[config.mk]
export PLATFORM = sky130hd
export DESIGN_NAME = port_fault_sequencer
export DESIGN_NICKNAME = d
export VERILOG_FILES = /design/src/rtl/port_fault_pkg.sv /design/src/rtl/port_fault_sequencer.sv
export VERILOG_INCLUDE_DIRS = /design/src /design/src/rtl
export SDC_FILE = /design/constraint.sdc
export NUM_CORES = 1
export LEC_CHECK = 0
export BUFFER_PORTS_ARGS = -buffer_cell sky130_fd_sc_hd__buf_2
export CORE_ASPECT_RATIO = 0.5
export CORE_MARGIN = 3
export CORE_UTILIZATION = 54
export CTS_BUF_LIST = sky130_fd_sc_hd__clkbuf_8
export CTS_CLUSTER_DIAMETER = 30
export DETAILED_ROUTE_END_ITERATION = 8
export PLACE_DENSITY = 0.78
export SKIP_CTS_REPAIR_TIMING = 1
export SYNTH_ARGS = -nofsm -noshare
export SYNTH_HDL_FRONTEND = slang
export SYNTH_SLANG_ARGS = --single-unit
[constraint.sdc]
create_clock -name aclk -period 1.8 [get_ports aclk]
set_input_delay 0.36 -clock aclk [delete_from_list [all_inputs] [get_ports aclk]]
set_output_delay 0.36 -clock aclk [all_outputs]
set_load 0.02 [all_outputs]
[src/rtl/port_fault_map.svh]
// offsets, field positions, codes and timing counts for the port fault sequencer
`ifndef PORT_FAULT_MAP_SVH
`define PORT_FAULT_MAP_SVH
`define PF_CLK_NS 10
`define PF_T_DATA_SHORT_NS 20000
`define PF_T_DATA_LONG_NS 200000
`define PF_T_CC_SHORT_NS 20000
`define PF_T_CC_LONG_NS 200000
`define PF_T_SG_SHORT_NS 20000
`define PF_T_SG_LONG_NS 200000
`define PF_T_OT_REC_NS 20000
`define PF_T_BV_REC_NS 20000
`define PF_T_DEASSERT_NS 1000
`define PF_CYC(ns) (((ns) + `PF_CLK_NS - 1) / `PF_CLK_NS)
`define PF_CNT_W 24
`define PF_NUM_CH 5
`define PF_CH_DATA 0
`define PF_CH_CC 1
`define PF_CH_SG 2
`define PF_CH_OT 3
`define PF_CH_BV 4
`define PF_MASK_GND 2'h0
`define PF_MASK_OPEN 2'h1
`define PF_MASK_HIGH 2'h2
`define PF_REP_ALL 5'h1F
`define PF_REP_NO_BV 5'h0F
`define PF_REP_NO_OV 5'h1C
`define PF_OFS_CTRL 8'h00
`define PF_OFS_STATUS 8'h04
`define PF_OFS_SEEN 8'h08
`define PF_CTRL_RST 1'h0
`define PF_ST_CLOSED 8
`define PF_ST_FAULT 9
`define PF_ST_GATE 10
`define PF_ST_FLAG 11
`define PF_ST_MASK 12
`define PF_ST_SUPPLY 14
`define PF_RESP_OKAY 2'h0
`define PF_RESP_DECERR 2'h3
`endif

[src/rtl/port_fault_pkg.sv]
// types shared by the port fault sequencer
package port_fault_pkg;
	typedef struct packed {
		logic dplus;
		logic dminus;
		logic cc1;
		logic cc2;
		logic vconn;
	} pass_sw_t;
	typedef struct packed {
		logic supply_ok;
		logic back_voltage;
		logic over_temperature_flag;
		logic ground_short_sense;
		logic connector_cfg_line2_ov;
		logic connector_cfg_line1_ov;
		logic data_ov;
	} cmp_in_t;
	typedef enum logic [1:0] {
		CH_IDLE = 2'b00,
		CH_SHORT = 2'b01,
		CH_LONG_WAIT = 2'b10,
		CH_LONG_REC = 2'b11
	} ch_state_t;
endpackage

[src/rtl/port_fault_sequencer.sv]
// fault sequencer for a type-c port protector, with an axi4-lite register slave
//
// Summary of operation
// - data-line overvoltage opens all pass switches and asserts the fault output quickly.
// - cleared data overvoltage plus short recovery time closes switches, then releases fault.
// - data overvoltage still present at short timeout waits for clear plus long time.
// - fault output releases only after the deassert delay with switches closed.
// - either cc line overvoltage opens all switches and asserts the fault output.
// - cleared cc overvoltage plus short cc recovery closes switches, then releases fault.
// - cc overvoltage persisting past short recovery needs clear plus long cc time.
// - ground short sense high raises the ground short flag and drives gate low.
// - ground short opens all internal pass switches and asserts the fault output.
// - ground short cleared plus short recovery closes switches, gate high, fault later released.
// - ground short still present at short timeout keeps gate low, switches open.
// - persistent ground short cleared plus long recovery reconnects switches and gate.
// - over-temperature is a fault that opens the pass switches.
// - three report choices: all, all but back-voltage, all but overvoltage.
// - mask pin low reports all, open hides back-voltage, high hides overvoltage.
// - a suppressed fault still opens and restores switches like any other fault.
// - ground switch gate stays high during faults other than ground short.
`timescale 1ns/1ps
`include "port_fault_map.svh"

module pf_channel
	import port_fault_pkg::*;
#(
	parameter int unsigned SHORT_CYC = 16,
	parameter int unsigned LONG_CYC = 16
) (
	// clock and reset
	input wire logic aclk,
	input wire logic aresetn,
	// fault condition and status
	input wire logic cond,
	output logic busy
);
	ch_state_t state_ff;
	ch_state_t nxt_state;
	logic [`PF_CNT_W-1:0] cnt_ff;
	logic [`PF_CNT_W-1:0] nxt_cnt;
	logic cond_d_ff;
	wire cond_rise = cond & ~cond_d_ff;
	wire short_end = (cnt_ff == `PF_CNT_W'(SHORT_CYC - 1));
	wire long_end = (cnt_ff == `PF_CNT_W'(LONG_CYC - 1));
	wire [`PF_CNT_W-1:0] cnt_inc = cnt_ff + `PF_CNT_W'(1);

	always_comb begin
		nxt_state = state_ff;
		nxt_cnt = cnt_ff;
		case (state_ff)
			CH_IDLE: begin
				nxt_cnt = '0;
				if (cond) begin
					nxt_state = CH_SHORT;
				end
			end
			CH_SHORT: begin
				if (cond_rise) begin
					nxt_cnt = '0;
				end else if (short_end) begin
					nxt_cnt = '0;
					nxt_state = cond ? CH_LONG_WAIT : CH_IDLE;
				end else begin
					nxt_cnt = cnt_inc;
				end
			end
			CH_LONG_WAIT: begin
				nxt_cnt = '0;
				if (!cond) begin
					nxt_state = CH_LONG_REC;
				end
			end
			CH_LONG_REC: begin
				if (cond) begin
					nxt_state = CH_LONG_WAIT;
					nxt_cnt = '0;
				end else if (long_end) begin
					nxt_state = CH_IDLE;
					nxt_cnt = '0;
				end else begin
					nxt_cnt = cnt_inc;
				end
			end
			default: begin
				nxt_state = CH_IDLE;
				nxt_cnt = '0;
			end
		endcase
	end

	always_ff @(posedge aclk) begin
		if (!aresetn) begin
			state_ff <= CH_IDLE;
			cnt_ff <= '0;
			cond_d_ff <= 1'b0;
			busy <= 1'b0;
		end else begin
			state_ff <= nxt_state;
			cnt_ff <= nxt_cnt;
			cond_d_ff <= cond;
			busy <= (nxt_state != CH_IDLE);
		end
	end

	chk_long_hold: assert property (@(posedge aclk) disable iff (!aresetn)
		(state_ff == CH_LONG_WAIT && cond) |=> (state_ff == CH_LONG_WAIT))
		else $error("long wait left while fault present");
	chk_short_exit: assert property (@(posedge aclk) disable iff (!aresetn)
		(state_ff == CH_SHORT && nxt_state == CH_IDLE) |-> short_end && !cond)
		else $error("short recovery ended early");
	chk_long_exit: assert property (@(posedge aclk) disable iff (!aresetn)
		($past(state_ff) == CH_LONG_REC && state_ff == CH_IDLE) |-> $past(long_end))
		else $error("long recovery ended early");
endmodule

module port_fault_sequencer
	import port_fault_pkg::*;
#(
	parameter int unsigned DATA_SHORT_CYC = `PF_CYC(`PF_T_DATA_SHORT_NS),
	parameter int unsigned DATA_LONG_CYC = `PF_CYC(`PF_T_DATA_LONG_NS),
	parameter int unsigned CC_SHORT_CYC = `PF_CYC(`PF_T_CC_SHORT_NS),
	parameter int unsigned CC_LONG_CYC = `PF_CYC(`PF_T_CC_LONG_NS),
	parameter int unsigned SG_SHORT_CYC = `PF_CYC(`PF_T_SG_SHORT_NS),
	parameter int unsigned SG_LONG_CYC = `PF_CYC(`PF_T_SG_LONG_NS),
	parameter int unsigned OT_REC_CYC = `PF_CYC(`PF_T_OT_REC_NS),
	parameter int unsigned BV_REC_CYC = `PF_CYC(`PF_T_BV_REC_NS),
	parameter int unsigned DEASSERT_CYC = `PF_CYC(`PF_T_DEASSERT_NS)
) (
	// clock and reset
	input wire logic aclk,
	input wire logic aresetn,
	// axi4-lite write
	input wire logic [7:0] s_axi_awaddr,
	input wire logic s_axi_awvalid,
	output logic s_axi_awready,
	input wire logic [31:0] s_axi_wdata,
	input wire logic [3:0] s_axi_wstrb,
	input wire logic s_axi_wvalid,
	output logic s_axi_wready,
	output logic [1:0] s_axi_bresp,
	output logic s_axi_bvalid,
	input wire logic s_axi_bready,
	// axi4-lite read
	input wire logic [7:0] s_axi_araddr,
	input wire logic s_axi_arvalid,
	output logic s_axi_arready,
	output logic [31:0] s_axi_rdata,
	output logic [1:0] s_axi_rresp,
	output logic s_axi_rvalid,
	input wire logic s_axi_rready,
	// comparator and strap pins
	input wire cmp_in_t cmp_raw,
	input wire logic [1:0] fault_mask_select,
	// protection outputs
	output pass_sw_t pass_sw,
	output logic fault_n,
	output logic ground_switch_gate,
	output logic ground_short_flag
);
	localparam int unsigned SHORT_TAB [`PF_NUM_CH] =
		'{DATA_SHORT_CYC, CC_SHORT_CYC, SG_SHORT_CYC, OT_REC_CYC, BV_REC_CYC};
	localparam int unsigned LONG_TAB [`PF_NUM_CH] =
		'{DATA_LONG_CYC, CC_LONG_CYC, SG_LONG_CYC, OT_REC_CYC, BV_REC_CYC};

	// two-flop synchronisers for every pin input
	logic [8:0] meta_ff;
	logic [8:0] sync_ff;
	always_ff @(posedge aclk) begin
		if (!aresetn) begin
			meta_ff <= '0;
			sync_ff <= '0;
		end else begin
			meta_ff <= {fault_mask_select, cmp_raw};
			sync_ff <= meta_ff;
		end
	end
	wire cmp_in_t cmp_s = cmp_in_t'(sync_ff[6:0]);
	wire [1:0] mask_s = sync_ff[8:7];

	// fault channels
	wire [`PF_NUM_CH-1:0] ch_cond = {cmp_s.back_voltage, cmp_s.over_temperature_flag,
		cmp_s.ground_short_sense,
		cmp_s.connector_cfg_line1_ov | cmp_s.connector_cfg_line2_ov, cmp_s.data_ov};
	logic [`PF_NUM_CH-1:0] ch_busy;
	genvar gi;
	generate
		for (gi = 0; gi < `PF_NUM_CH; gi++) begin : g_ch
			pf_channel #(
				.SHORT_CYC(SHORT_TAB[gi]),
				.LONG_CYC(LONG_TAB[gi])
			) u_ch (
				.aclk(aclk),
				.aresetn(aresetn),
				.cond(ch_cond[gi] & cmp_s.supply_ok),
				.busy(ch_busy[gi])
			);
		end
	endgenerate

	// report selection; an undefined strap code falls back to reporting all
	wire [`PF_NUM_CH-1:0] rep_en = (mask_s == `PF_MASK_OPEN) ? `PF_REP_NO_BV :
		(mask_s == `PF_MASK_HIGH) ? `PF_REP_NO_OV : `PF_REP_ALL;
	wire rep_busy = |(ch_busy & rep_en);
	wire any_busy = |ch_busy;

	// software registers
	logic force_open_ff;
	logic [`PF_NUM_CH-1:0] seen_ff;
	logic [`PF_NUM_CH-1:0] busy_d_ff;

	// switch control: masked faults still open the switches
	wire sw_close = cmp_s.supply_ok & ~any_busy & ~force_open_ff;
	wire pass_sw_t nxt_pass_sw = sw_close ? pass_sw_t'('1) : pass_sw_t'('0);
	wire all_closed = (pass_sw == pass_sw_t'('1));

	// fault output release timer
	logic [`PF_CNT_W-1:0] dcnt_ff;
	wire dcnt_end = (dcnt_ff == `PF_CNT_W'(DEASSERT_CYC - 1));
	always_ff @(posedge aclk) begin
		if (!aresetn) begin
			pass_sw <= pass_sw_t'('0);
			fault_n <= 1'b1;
			dcnt_ff <= '0;
			ground_switch_gate <= 1'b1;
			ground_short_flag <= 1'b0;
		end else begin
			pass_sw <= nxt_pass_sw;
			ground_short_flag <= cmp_s.ground_short_sense;
			ground_switch_gate <= ~ch_busy[`PF_CH_SG];
			if (rep_busy) begin
				fault_n <= 1'b0;
				dcnt_ff <= '0;
			end else if (!fault_n && all_closed) begin
				if (dcnt_end) begin
					fault_n <= 1'b1;
				end else begin
					dcnt_ff <= dcnt_ff + `PF_CNT_W'(1);
				end
			end else begin
				dcnt_ff <= '0;
			end
		end
	end

	// axi4-lite slave: one write and one read in flight
	logic aw_have_ff;
	logic w_have_ff;
	logic [7:0] awaddr_ff;
	logic [31:0] wdata_ff;
	logic [3:0] wstrb_ff;
	wire aw_hs = s_axi_awvalid & s_axi_awready;
	wire w_hs = s_axi_wvalid & s_axi_wready;
	wire b_hs = s_axi_bvalid & s_axi_bready;
	wire ar_hs = s_axi_arvalid & s_axi_arready;
	wire r_hs = s_axi_rvalid & s_axi_rready;
	wire wr_do = aw_have_ff & w_have_ff & ~s_axi_bvalid;
	wire [7:0] wr_word = {awaddr_ff[7:2], 2'b00};
	wire [7:0] rd_word = {s_axi_araddr[7:2], 2'b00};
	wire wr_hit_ctrl = (wr_word == `PF_OFS_CTRL);
	wire wr_hit_seen = (wr_word == `PF_OFS_SEEN);
	wire wr_ok = wr_hit_ctrl | wr_hit_seen | (wr_word == `PF_OFS_STATUS);
	wire wr_ctrl = wr_do & wr_hit_ctrl & wstrb_ff[0];
	wire [`PF_NUM_CH-1:0] seen_clr = (wr_do & wr_hit_seen & wstrb_ff[0]) ?
		wdata_ff[`PF_NUM_CH-1:0] : '0;
	// set wins over a write-one-to-clear in the same cycle
	wire [`PF_NUM_CH-1:0] seen_set = ch_busy & ~busy_d_ff;
	wire [`PF_NUM_CH-1:0] nxt_seen = (seen_ff & ~seen_clr) | seen_set;

	wire [31:0] status_word = {17'h0, cmp_s.supply_ok, mask_s, ground_short_flag,
		ground_switch_gate, ~fault_n, all_closed, 3'h0, ch_busy};
	wire rd_hit_ctrl = (rd_word == `PF_OFS_CTRL);
	wire rd_hit_status = (rd_word == `PF_OFS_STATUS);
	wire rd_hit_seen = (rd_word == `PF_OFS_SEEN);
	wire rd_ok = rd_hit_ctrl | rd_hit_status | rd_hit_seen;
	wire [31:0] rd_mux = rd_hit_ctrl ? {31'h0, force_open_ff} :
		rd_hit_status ? status_word :
		rd_hit_seen ? {27'h0, seen_ff} : 32'h0;

	always_ff @(posedge aclk) begin
		if (!aresetn) begin
			force_open_ff <= `PF_CTRL_RST;
			seen_ff <= '0;
			busy_d_ff <= '0;
		end else begin
			busy_d_ff <= ch_busy;
			seen_ff <= nxt_seen;
			if (wr_ctrl) begin
				force_open_ff <= wdata_ff[0];
			end
		end
	end

	always_ff @(posedge aclk) begin
		if (!aresetn) begin
			s_axi_awready <= 1'b1;
			s_axi_wready <= 1'b1;
			aw_have_ff <= 1'b0;
			w_have_ff <= 1'b0;
			awaddr_ff <= '0;
			wdata_ff <= '0;
			wstrb_ff <= '0;
			s_axi_bvalid <= 1'b0;
			s_axi_bresp <= `PF_RESP_OKAY;
		end else begin
			if (aw_hs) begin
				aw_have_ff <= 1'b1;
				awaddr_ff <= s_axi_awaddr;
				s_axi_awready <= 1'b0;
			end
			if (w_hs) begin
				w_have_ff <= 1'b1;
				wdata_ff <= s_axi_wdata;
				wstrb_ff <= s_axi_wstrb;
				s_axi_wready <= 1'b0;
			end
			if (wr_do) begin
				aw_have_ff <= 1'b0;
				w_have_ff <= 1'b0;
				s_axi_bvalid <= 1'b1;
				s_axi_bresp <= wr_ok ? `PF_RESP_OKAY : `PF_RESP_DECERR;
			end
			if (b_hs) begin
				s_axi_bvalid <= 1'b0;
				s_axi_awready <= 1'b1;
				s_axi_wready <= 1'b1;
			end
		end
	end

	always_ff @(posedge aclk) begin
		if (!aresetn) begin
			s_axi_arready <= 1'b1;
			s_axi_rvalid <= 1'b0;
			s_axi_rdata <= '0;
			s_axi_rresp <= `PF_RESP_OKAY;
		end else if (ar_hs) begin
			s_axi_arready <= 1'b0;
			s_axi_rvalid <= 1'b1;
			s_axi_rdata <= rd_mux;
			s_axi_rresp <= rd_ok ? `PF_RESP_OKAY : `PF_RESP_DECERR;
		end else if (r_hs) begin
			s_axi_rvalid <= 1'b0;
			s_axi_arready <= 1'b1;
		end
	end

	// helper: cycles the switches have stood closed
	logic [`PF_CNT_W-1:0] closed_run_ff;
	always_ff @(posedge aclk) begin
		if (!aresetn || !all_closed) begin
			closed_run_ff <= '0;
		end else if (closed_run_ff != '1) begin
			closed_run_ff <= closed_run_ff + `PF_CNT_W'(1);
		end
	end

	chk_data_open: assert property (@(posedge aclk) disable iff (!aresetn)
		$rose(ch_busy[`PF_CH_DATA]) |=> (pass_sw == pass_sw_t'('0)))
		else $error("data fault did not open switches");
	chk_cc_open: assert property (@(posedge aclk) disable iff (!aresetn)
		$rose(ch_busy[`PF_CH_CC]) |=> (pass_sw == pass_sw_t'('0)))
		else $error("cc fault did not open switches");
	chk_fault_assert: assert property (@(posedge aclk) disable iff (!aresetn)
		rep_busy |=> !fault_n)
		else $error("reported fault not asserted");
	chk_busy_open: assert property (@(posedge aclk) disable iff (!aresetn)
		any_busy |=> (pass_sw == pass_sw_t'('0)) && !all_closed)
		else $error("switches closed during fault");
	chk_release_delay: assert property (@(posedge aclk) disable iff (!aresetn)
		$rose(fault_n) |-> $past(closed_run_ff) >= `PF_CNT_W'(DEASSERT_CYC - 1))
		else $error("fault released too soon");
	chk_ground_switch_gate: assert property (@(posedge aclk) disable iff (!aresetn)
		ch_busy[`PF_CH_SG] |=> !ground_switch_gate)
		else $error("gate high during ground short");
	chk_gate_other: assert property (@(posedge aclk) disable iff (!aresetn)
		!ch_busy[`PF_CH_SG] |=> ground_switch_gate)
		else $error("gate low without ground short");
	chk_supply_off: assert property (@(posedge aclk) disable iff (!aresetn)
		!cmp_s.supply_ok |=> (pass_sw == pass_sw_t'('0)))
		else $error("switches closed without supply");
	chk_mask_high: assert property (@(posedge aclk) disable iff (!aresetn)
		(mask_s == `PF_MASK_HIGH && fault_n && !(|(ch_busy & `PF_REP_NO_OV))) |=> fault_n)
		else $error("suppressed overvoltage reported");
endmodule

==> metrics.cfg, run 1 <==
[run_status]
status = finished with violations
violations = negative setup slack

[synth]
synth_xor_xnor_area_share_pct = 11.80
synth_top_family_by_area = simple AND/OR/NAND/NOR gates
synth_mux_area_share_pct = 0.4215
yosysWarnings = 0
netlist_top_cells_area = dfxtp_1 47%, nor2_1 8.0%, xnor2_1 7.3%, xor2_1 4.5%, nand3_1 3.4%
synth_compound_area_share_pct = 5.913
ys_ff_latch = 230
synthArstFlopShare_pct = 0
syn_inst = 1142
synth-seq-area-share_pct = 47.00
synthAdderAreaFrac_pct = 0.7663
avgSynthCellArea_um2 = 8.579
synth_area_mm2 = 0.009797
yosysTopAreaCellShare_pct = 47.00
synth-edff-count = 0
yosysUniqueCellTypes = 57
synth-simple-area-share_pct = 29.11
ys.flop_type = dfxtp_1
synth_top_area_cell = dfxtp_1

[pwr]
p_sw_share_pct = 22.19
p_seq_share_pct = 52.6
comb_power_share_pct = 3.1
p_int_uw = 7684
p_sw_uw = 2191
p_leak_uw = 0.004278
power.share.clock_pct = 44.3
ir_drop_mv = 0.6602
post-layout-total-power_uw = 9875
power_density_mw_per_mm2 = 832.5

[global_route]
grt_pass1_vias = 7802
gr-usage-all-layers_pct = 20.18
grt_max_degree = 28
busiest_layer = met2
antenna_found_initial = 0
grt_pass1_wl_um = 34380
use_met2_pct = 35.35
use_met1_pct = 25.15
grtUsageMet3_pct = 4.719
grt.overflow.total = 0

[cells_and_area]
syn2layout_area_growth_pct = 21.09
multiInputGateArea_mm2 = 0.005039
drive_above_1_share_pct = 21.27
fillCellCount = 1377
n_antenna_cell = 0
layout.nets = 1361
regArea_mm2 = 0.004616

[sta]
hold_viol = 0
setup_slack_ns = -0.1040
fin_setup_tns_ns = -1.113
drv_slew = 0
setup_viol = 29
post-route-min-period_ns = 1.904
finClkSkew_ns = 0.01332
period_share_pct = 105.8
maxSlewHeadroom_pct = 61.57
fmax_ghz = 0.5252
grt_setup_unrepaired = true
worst_pin_slew_ns = 0.5751

[setup_path]
endpoint_kind = register
r2r_end = dcnt_ff[1]$_SDFFE_PP0P_
startpoint = dcnt_ff[4]$_SDFFE_PP0P_
cp_slowest_stage_delay_ns = 0.53
regToRegSetupSlack_ns = -0.10
crit_slowest_cell = or4_4
crit_end = dcnt_ff[1]$_SDFFE_PP0P_
rr_worst_depth = 5
required_ns = 2.20
cp_max_fo = 4
r2r-start = dcnt_ff[4]$_SDFFE_PP0P_
worstPathArrival_ns = 2.30
path_cells = or4_4, or4_4, nor3_4, mux2i_1, nor2_2
start_kind = register
worst_path_most_repeated_cell = or4_4
crit_type = reg2reg

[placed_design]
gp_congestion = 0.8295
numPortBuffers = 62
dp_hpwl_um = 14410

[flow_run]
maxCapViolations = 0

[die]
initial_core_util_pct = 55.76
num_rows = 34
die-area_mm2 = 0.01989
die_h_um = 101.2
die_w_um = 196.5
core-area_mm2 = 0.01757
ios = 117

[clock_network]
clock-sinks = 230
cts.htree.levels = 2
clk_latency_ns = 0.50
cts_buffers = 34
root_buffer = clkbuf_8
cts_tree = done
cts_buffer_depth = 3
clkSlewWorstSetupHoldPaths_ns = 0.07

[drt]
drtIter0Drc = 394
via_count = 8202
wirelength_um = 21090
via_per_inst = 5.323
dr.pass1.iters = 5
drc_errors = 0
ant_nets = 0
wire_per_inst_um = 13.69

[hold_path]
hp-class = in2reg

state kept, by name, summed over array words and instances (netlist names), 5 cells and up:
register             count
awaddr_ff                6
g_ch.u_ch.state_ff      10
g_ch.u_ch.cond_d_ff      5
g_ch.u_ch.busy           5
wdata_ff                 5
meta_ff                  9
g_ch.u_ch.cnt_ff       120
dcnt_ff                 24
busy_d_ff                5
seen_ff                  5
sync_ff                  9
s_axi_rdata             12
cell families after synthesis:
family	Yosys count
and+or+nand+nor	576
buffers and inverters	101
AOI/OAI and AO/OA	92
muxes	4
xor gates and xnor gates	132
adders and majority gates	6
DFF	230
other	1
cells in the final DEF (no fill, tap or decap), types with 9 or more instances in the layout:
master | synthesis | layout
a22oi_1 | 11 | 11
clkbuf_8 | 0 | 39
inv_1 | 34 | 40
buf_2 | 4 | 62
o21ai_0 | 16 | 14
dfxtp_2 | 0 | 9
buf_4 | 27 | 87
and3_1 | 27 | 24
xnor2_1 | 82 | 82
nor2_2 | 1 | 14
dfxtp_1 | 230 | 221
nand3_1 | 66 | 63
nor4_2 | 2 | 12
nand2_1 | 77 | 77
nand4_1 | 31 | 31
nor4_1 | 40 | 28
conb_1 | 1 | 20
a21oi_1 | 40 | 39
xor2_1 | 50 | 50
and2_1 | 34 | 34
nor2_1 | 209 | 193
nor3_1 | 36 | 34
nor2b_1 | 9 | 9
and4_1 | 16 | 16
power groups by stage:
| stage | combinational (uW) | sequential, uW | clock, uW |
|---|---|---|---|
| final | 307 | 5190 | 4370 |
| after global routing | 338 | 5200 | 4740 |
| after CTS | 300 | 5190 | 4490 |
| after detailed placement | 298 | 5310 | 0 |
| after global placement | 293 | 5300 | 0 |
| after floorplan | 224 | 5310 | 0 |
stage by stage:
stage / setup slack [ns] / cell area, um^2 / hold WS, ns / utilization (%) / cells
6_report: -0.1040 / 11860 / 0.07248 / 67.52 / 1541
5_1_grt: -0.1680 / 11860 / 0.04087 / 67.52 / 1541
2_1_floorplan: -0.07833 / 9910 / 0.4113 / - / 1161
3_5_place_dp: -0.1649 / 10810 / 0.4196 / 61.50 / 1477
4_1_cts: -0.1846 / 11500 / 0.04181 / 65.48 / 1533
3_3_place_gp: -0.1263 / 10810 / 0.4169 / 61.50 / 1477
routing by layer:
| layer | up-vias | routed length (um) |
|---|---|---|
| met5 | - | 0 |
| met2 | 140 | 10350 |
| li1 | 4137 | - |
| met3 | 37 | 847 |
| met4 | 0 | 359 |
| met1 | 3888 | 9536 |
how the worst min path moves through the flow:
stage,from,to,slack (ns),cells after the start
2_1_floorplan,g_ch[2].u_ch.busy$_SDFF_PN0_,ground_switch_gate$_SDFF_PN1_,0.41,1
3_3_place_gp,meta_ff[1]$_SDFF_PN0_,sync_ff[1]$_SDFF_PN0_,0.42,1
3_5_place_dp,meta_ff[8]$_SDFF_PN0_,sync_ff[8]$_SDFF_PN0_,0.42,1
4_1_cts,cmp_raw[0],meta_ff[0]$_SDFF_PN0_,0.04,2
5_1_grt,fault_mask_select[0],meta_ff[7]$_SDFF_PN0_,0.04,2
6_report,cmp_raw[0],meta_ff[0]$_SDFF_PN0_,0.07,2
Yosys cell counts, drive strengths merged, types with 31 or more instances:
| cell type | instances |
|---|---|
| a21oi | 40 |
| and2 | 34 |
| buf | 36 |
| clkbuf | 31 |
| dfxtp | 230 |
| inv | 34 |
| nand2 | 77 |
| nand3 | 66 |
| nand4 | 31 |
| nor2 | 210 |
| nor3 | 37 |
| nor4 | 42 |
| xnor2 | 82 |
| xor2 | 50 |
final cells by class:
cell class | instances | share of cell area [%]
multi-input cells | 830 | 42.47
well taps | 234 | 2.468
flip-flops and latches | 230 | 38.91
clock buffers | 39 | 4.525
repair buffers | 157 | 9.176
clock inverters | 17 | 1.371
inverters | 34 | 1.076
worst max-delay path: cells and delay by family, from the launching register on:
family,cells,cell delay [ns]
AND/OR/NAND/NOR,4,1.24
flip-flops,1,0.32
multiplexers,1,0.25
Note: power is estimated with default switching activity, not from simulation.
==> run 2: changes to the inputs <==
REMOVE_ABC_BUFFERS = 1   (was default)
SETUP_SLACK_MARGIN = 0.2   (was default)
==> run 2 against run 1 <==
The run still ends with negative setup slack left. Non-clock buffer count up 36. Fmax decreased by 4.9%. Largest power group unchanged. Global-route usage down 0.12 points. Critical path depth unchanged. Combinational power is 18% higher. Highest routed layer unchanged. Wire length increased by 39%. Total power decreased by 0.63%. Sequential cell count did not move. First-iteration DRC count grew 70%. Critical path type unchanged.
==> metrics.cfg, run 2 (same netlist as run 1, synthesis figures left out) <==
[run_status]
status = finished with violations
violations = negative setup slack

[clock_network]
cts_buffers = 34  ; unchanged
cts_tree = done
clock-sinks = 230  ; unchanged
clkSlewWorstSetupHoldPaths_ns = 0.07  ; about the same
root_buffer = clkbuf_8
clk_latency_ns = 0.52  ; +0.02 ns
cts_buffer_depth = 3  ; unchanged
cts.htree.levels = 2  ; unchanged

[pwr]
p_sw_share_pct = 23.51  ; +1.3 points
p_leak_uw = 0.004784  ; +12%
p_sw_uw = 2307  ; +5.3%
comb_power_share_pct = 3.7  ; +0.6 points
power.share.clock_pct = 43.4  ; -0.9 points
power_density_mw_per_mm2 = 721.8  ; -13%
p_int_uw = 7506  ; -2.3%
p_seq_share_pct = 52.9  ; +0.3 points
post-layout-total-power_uw = 9813  ; -0.63%
ir_drop_mv = 0.4627  ; -30%

[sta]
setup_slack_ns = -0.2010  ; -0.09708 ns
post-route-min-period_ns = 2.001  ; +0.09708 ns
fmax_ghz = 0.4997  ; -4.9%
setup_viol = 55  ; +90%
drv_slew = 0  ; unchanged
grt_setup_unrepaired = true
finClkSkew_ns = 0.02142  ; +0.008103 ns
period_share_pct = 111.2  ; +5.4 points
hold_viol = 0  ; unchanged

[setup_path]
regToRegSetupSlack_ns = -0.20  ; -0.10 ns
cp_max_fo = 4  ; unchanged
r2r-start = dcnt_ff[9]$_SDFFE_PP0P_
required_ns = 2.19  ; about the same
cp_slowest_stage_delay_ns = 0.54  ; about the same
startpoint = dcnt_ff[9]$_SDFFE_PP0P_
crit_family = simple AND/OR/NAND/NOR gates
worstPathArrival_ns = 2.40  ; +0.10 ns
path_cells = or4_1, or4_4, nor3_4, mux2i_1, nor2_2
endpoint_kind = register
critPathBufInv = 0  ; unchanged
crit_type = reg2reg
start_kind = register
crit_slowest_cell = or4_1

[placed_design]
numPortBuffers = 62  ; unchanged
dp_cells = 1477  ; unchanged
gp_congestion = 0.8339  ; +0.53%
place_ws_ns = -0.1744  ; -0.009498 ns
dpl_cell_area_mm2 = 0.01080  ; about the same
dp_hpwl_um = 13930  ; -3.4%

[drt]
via_count = 9273  ; +13%
drtIter0Drc = 670  ; +70%
via_per_inst = 5.876  ; +10%
dr.pass1.iters = 6  ; +1
ant_nets = 0  ; unchanged
drc_errors = 0  ; unchanged
wirelength_um = 29400  ; +39%
wire_per_inst_um = 18.63  ; +36%

[die]
initial_core_util_pct = 55.76  ; unchanged
die-area_mm2 = 0.01989  ; unchanged
ios = 117  ; unchanged
die_h_um = 101.2  ; unchanged
core-area_mm2 = 0.01757  ; unchanged
num_rows = 34  ; unchanged
die_w_um = 196.5  ; unchanged

[cells_and_area]
largest_register_ffs = 120  ; unchanged
stdcell_area_mm2 = 0.01360  ; +15%
layout_commonest_cell = dfxtp_1
stdcell_count = 1578  ; +2.4%
syn2layout_area_growth_pct = 38.77
top_register = g_ch.u_ch.cnt_ff
biggestRegsByFlops = g_ch.u_ch.cnt_ff: 120 flops, dcnt_ff: 24 flops, s_axi_rdata: 12 flops
drive_above_1_share_pct = 37.50  ; +16 points
layout.nets = 1397  ; +2.6%
n_antenna_cell = 0  ; unchanged
final_cell_mix = 194 x dfxtp_1, 100 x buf_4, 93 x nor2_1, 91 x nor2_4, 82 x xnor2_1
finish.utilization_pct = 77.38  ; +9.9 points

[flow_run]
maxCapViolations = 0  ; unchanged

[hold_path]
min_from = cmp_raw[3]
hp-class = in2reg

[global_route]
grt_max_degree = 39  ; +39%
grt_pass1_vias = 7849  ; +0.60%
grt_pass1_wl_um = 34310  ; -0.20%
gr-usage-all-layers_pct = 20.06  ; -0.12 points
antenna_found_initial = 0  ; unchanged
grt.overflow.total = 0  ; unchanged

-- run 2: cell types whose count changed in the layout (fill, tap and decap cells not counted), sizes merged --
cell	delta
buf	+26
clkbuf	+16
inv	+1
bufinv	-3
clkinv	-5
clkinvlp	+2
-- run 2: final timing paths --
path,endpoint,cells after the start
max reg2reg,dcnt_ff[1]$_SDFFE_PP0P_,5
min,meta_ff[3]$_SDFF_PN0_,2
min reg2reg,sync_ff[7]$_SDFF_PN0_,1
max,dcnt_ff[1]$_SDFFE_PP0P_,5
-- run 2: per-stage QoR --
stage	hold WS, ns	TNS (ns)
finish	0.04851	-5.364
global route	0.04140	-7.143
CTS	0.02962	-2.038
detailed placement	0.4226	-1.511
global placement	0.4178	-0.5008
floorplan	0.4113	-23.40
-- run 2: layer usage --
| metal | vias up | wire [um] | GRT usage [%] |
|---|---|---|---|
| li1 | 4216 | - | - |
| met1 | 4501 | 11380 | 25.07 |
| met2 | 406 | 15030 | 35.56 |
| met3 | 150 | 1692 | 4.154 |
| met4 | 0 | 1301 | 6.076 |
| met5 | - | 0 | 0 |
-- run 2: worst register-to-register path, stage by stage, from the launching register on --
cell and delay [ns]:
dfxtp_2 0.32, or4_1 0.54, or4_4 0.45, nor3_4 0.29, mux2i_1 0.26, nor2_2 0.05
-- run 2: area by class of cell --
cell class	count	area [um^2]
Multi-Input combinational cell	830	6240
Sequential cell	230	4664
Fill cell	945	3974
Timing Repair Buffer	193	1595
Clock buffer	45	619.3
Tap cell	234	292.8
Inverter	34	127.6
Clock inverter	12	56.30
-- run 2: power groups by stage --
| stage | Sequential, uW | Clock (uW) | Combinational (uW) |
|---|---|---|---|
| global placement | 5300 | 0 | 289 |
| global route | 5200 | 4500 | 391 |
| detailed placement | 5310 | 0 | 294 |
| finish | 5190 | 4260 | 363 |
| CTS | 5190 | 4240 | 296 |
| floorplan | 5320 | 0 | 146 |
==> run 3: changes to the inputs <==
CORE_MARGIN = 2   (was 3)
==> run 3 against run 2 <==
The run still ends with negative setup slack left. First-iteration DRC count increased by 4.5%. Clock skew shrank 0.0068 ns. Fmax is 2.5% lower. Sequential cell count unchanged. Combinational power decreased by 2%. Global-route usage grew 1.0 points. Highest routed layer unchanged.
==> metrics.cfg, run 3 (same netlist as run 1, synthesis figures left out) <==
[drt]
dr.pass1.iters = 6  ; unchanged
drtIter0Drc = 700  ; +4.5%
ant_nets = 0  ; unchanged
via_per_inst = 5.835  ; -0.71%
wire_per_inst_um = 18.70  ; +0.35%
wirelength_um = 29510  ; +0.35%
via_count = 9207  ; -0.71%
drc_errors = 0  ; unchanged

[clock_network]
clk_latency_ns = 0.52  ; about the same
cts_tree = done
clkSlewWorstSetupHoldPaths_ns = 0.07  ; about the same
cts_buffers = 35  ; +2.9%
cts_buffer_depth = 3  ; unchanged
root_buffer = clkbuf_8
cts.htree.levels = 2  ; unchanged
clock-sinks = 230  ; unchanged

[cells_and_area]
largest_register_ffs = 120  ; unchanged
top_register = g_ch.u_ch.cnt_ff
final_cell_mix = 191 x dfxtp_1, 122 x nor2_1, 104 x buf_4, 77 x xnor2_1, 73 x nor2_4
layout_commonest_cell = dfxtp_1
syn2layout_area_growth_pct = 38.46
n_antenna_cell = 0  ; unchanged
biggestRegsByFlops = g_ch.u_ch.cnt_ff: 120 flops, dcnt_ff: 24 flops, s_axi_rdata: 12 flops
drive_above_1_share_pct = 36.38  ; -1.1 points
layout.nets = 1397  ; unchanged
fillCellCount = 951  ; +0.63%

[pwr]
ir_drop_mv = 0.5270  ; +14%
power_density_mw_per_mm2 = 749.2  ; +3.8%
p_leak_uw = 0.004877  ; +1.9%

[hold_path]
min_from = cmp_raw[4]
hp-class = in2reg

[sta]
post-route-min-period_ns = 2.053  ; +0.05169 ns
grt_setup_unrepaired = true
period_share_pct = 114.0  ; +2.9 points
worst_pin_slew_ns = 0.5545
maxSlewHeadroom_pct = 62.95
setup_viol = 65  ; +18%
hold_viol = 0  ; unchanged
setup_slack_ns = -0.2527  ; -0.05169 ns
finClkSkew_ns = 0.01463  ; -0.006791 ns
fin_setup_tns_ns = -2.789  ; +2.575 ns
fmax_ghz = 0.4872  ; -2.5%
drv_slew = 0  ; unchanged
holdWs_ns = 0.07034  ; +0.02184 ns

[run_status]
status = finished with violations
violations = negative setup slack

[setup_path]
cp_max_fo = 4  ; unchanged
regToRegSetupSlack_ns = -0.25  ; -0.05 ns
worstPathArrival_ns = 2.46  ; +0.06 ns
cp_slowest_stage_delay_ns = 0.51  ; -0.03 ns
startpoint = dcnt_ff[7]$_SDFFE_PP0P_
required_ns = 2.20  ; about the same
start_kind = register
worst_path_most_repeated_cell = or4_4
r2r-start = dcnt_ff[7]$_SDFFE_PP0P_
crit_slowest_cell = or4_4
path_cells = or4_4, or4_4, nor3_4, mux2i_1, nor2_2
endpoint_kind = register
crit_type = reg2reg

[die]
die_h_um = 99.25  ; -2.0%
die_w_um = 194.5  ; -1.0%
core-area_mm2 = 0.01757  ; unchanged
initial_core_util_pct = 55.76  ; unchanged
die-area_mm2 = 0.01930  ; -3.0%
ios = 117  ; unchanged
num_rows = 34  ; unchanged

[flow_run]
maxCapViolations = 0  ; unchanged

[placed_design]
dp_hpwl_um = 13840  ; -0.60%
numPortBuffers = 62  ; unchanged
gp_congestion = 0.8188  ; -1.8%

[global_route]
grt_pass1_vias = 7948  ; +1.3%
antenna_found_initial = 0  ; unchanged
grt.overflow.total = 0  ; unchanged
use_met2_pct = 38.65  ; +3.1 points
grt_max_degree = 27  ; -31%
grt_pass1_wl_um = 34670  ; +1.0%
gr-usage-all-layers_pct = 21.11  ; +1.0 points
busiest_layer = met2
use_met1_pct = 25.29  ; +0.22 points
grtUsageMet3_pct = 4.001  ; -0.15 points

## run 3: changes by cell type in the layout (fill, tap and decap cells not counted), moves of 4 or more
cell,before,now
xor2_1,46,42
nor4_2,18,13
nor4_1,10,14
xor2_2,4,8
xnor2_2,0,5
nor2_2,26,15
nand3_4,3,7
nand3_2,7,3
nor2_4,91,73
nor2_1,93,122
buf_6,15,9
xnor2_1,82,77
clkinv_2,0,5
buf_4,100,104
## run 3: power breakdown
part	leakage [uW]	internal, uW	switching [uW]	total (uW)
registers	0.00188	5140	51.5	5190
logic	0.00260	126	230	356
clock network	0.000398	2450	2170	4620
total	0.00488	7710	2450	10200
## run 3: critical path: cells and delay by family, from the launching register on
kind	cells	cell delay (ns)
mux	1	0.29
flops	1	0.32
simple gates	4	1.33
## run 3: path summary, 6_finish.rpt
kind                             endpoint  cells after the start
hold / removal      meta_ff[4]$_SDFF_PN0_                      2
setup reg to reg  dcnt_ff[1]$_SDFFE_PP0P_                      5
setup / recovery  dcnt_ff[1]$_SDFFE_PP0P_                      5
hold reg to reg     sync_ff[6]$_SDFF_PN0_                      1
## run 3: cell type report
| type | instances | area (um^2) | share of cell area [%] |
|---|---|---|---|
| repair buffers | 192 | 1583 | 11.67 |
| clock buffers | 43 | 591.8 | 4.363 |
| well taps | 234 | 292.8 | 2.158 |
| flip-flops and latches | 230 | 4671 | 34.43 |
| inverters | 34 | 127.6 | 0.9409 |
| clock inverters | 15 | 120.1 | 0.8855 |
| multi-input cells | 830 | 6178 | 45.55 |
## run 3: metal layers
metal / wire [um] / part of all wire, %
met1: 11090 / 38
met2: 15240 / 52
met3: 2037 / 6.9
met4: 1145 / 3.9
met5: 0 / 0
## run 3: metrics by stage
step                setup slack, ns  instance area [um^2]  utilization, %  power, uW  cells
detailed placement          -0.1530                 10820           61.59       5603   1476
floorplan                   -0.3627                  9510               -       5467   1094
global route                -0.2911                 13560           77.20      10460   1578
CTS                         -0.1712                 11530           65.65      10030   1534
finish                      -0.2527                 13560           77.20      10160   1578
global placement            -0.1037                 10820           61.59       5596   1476
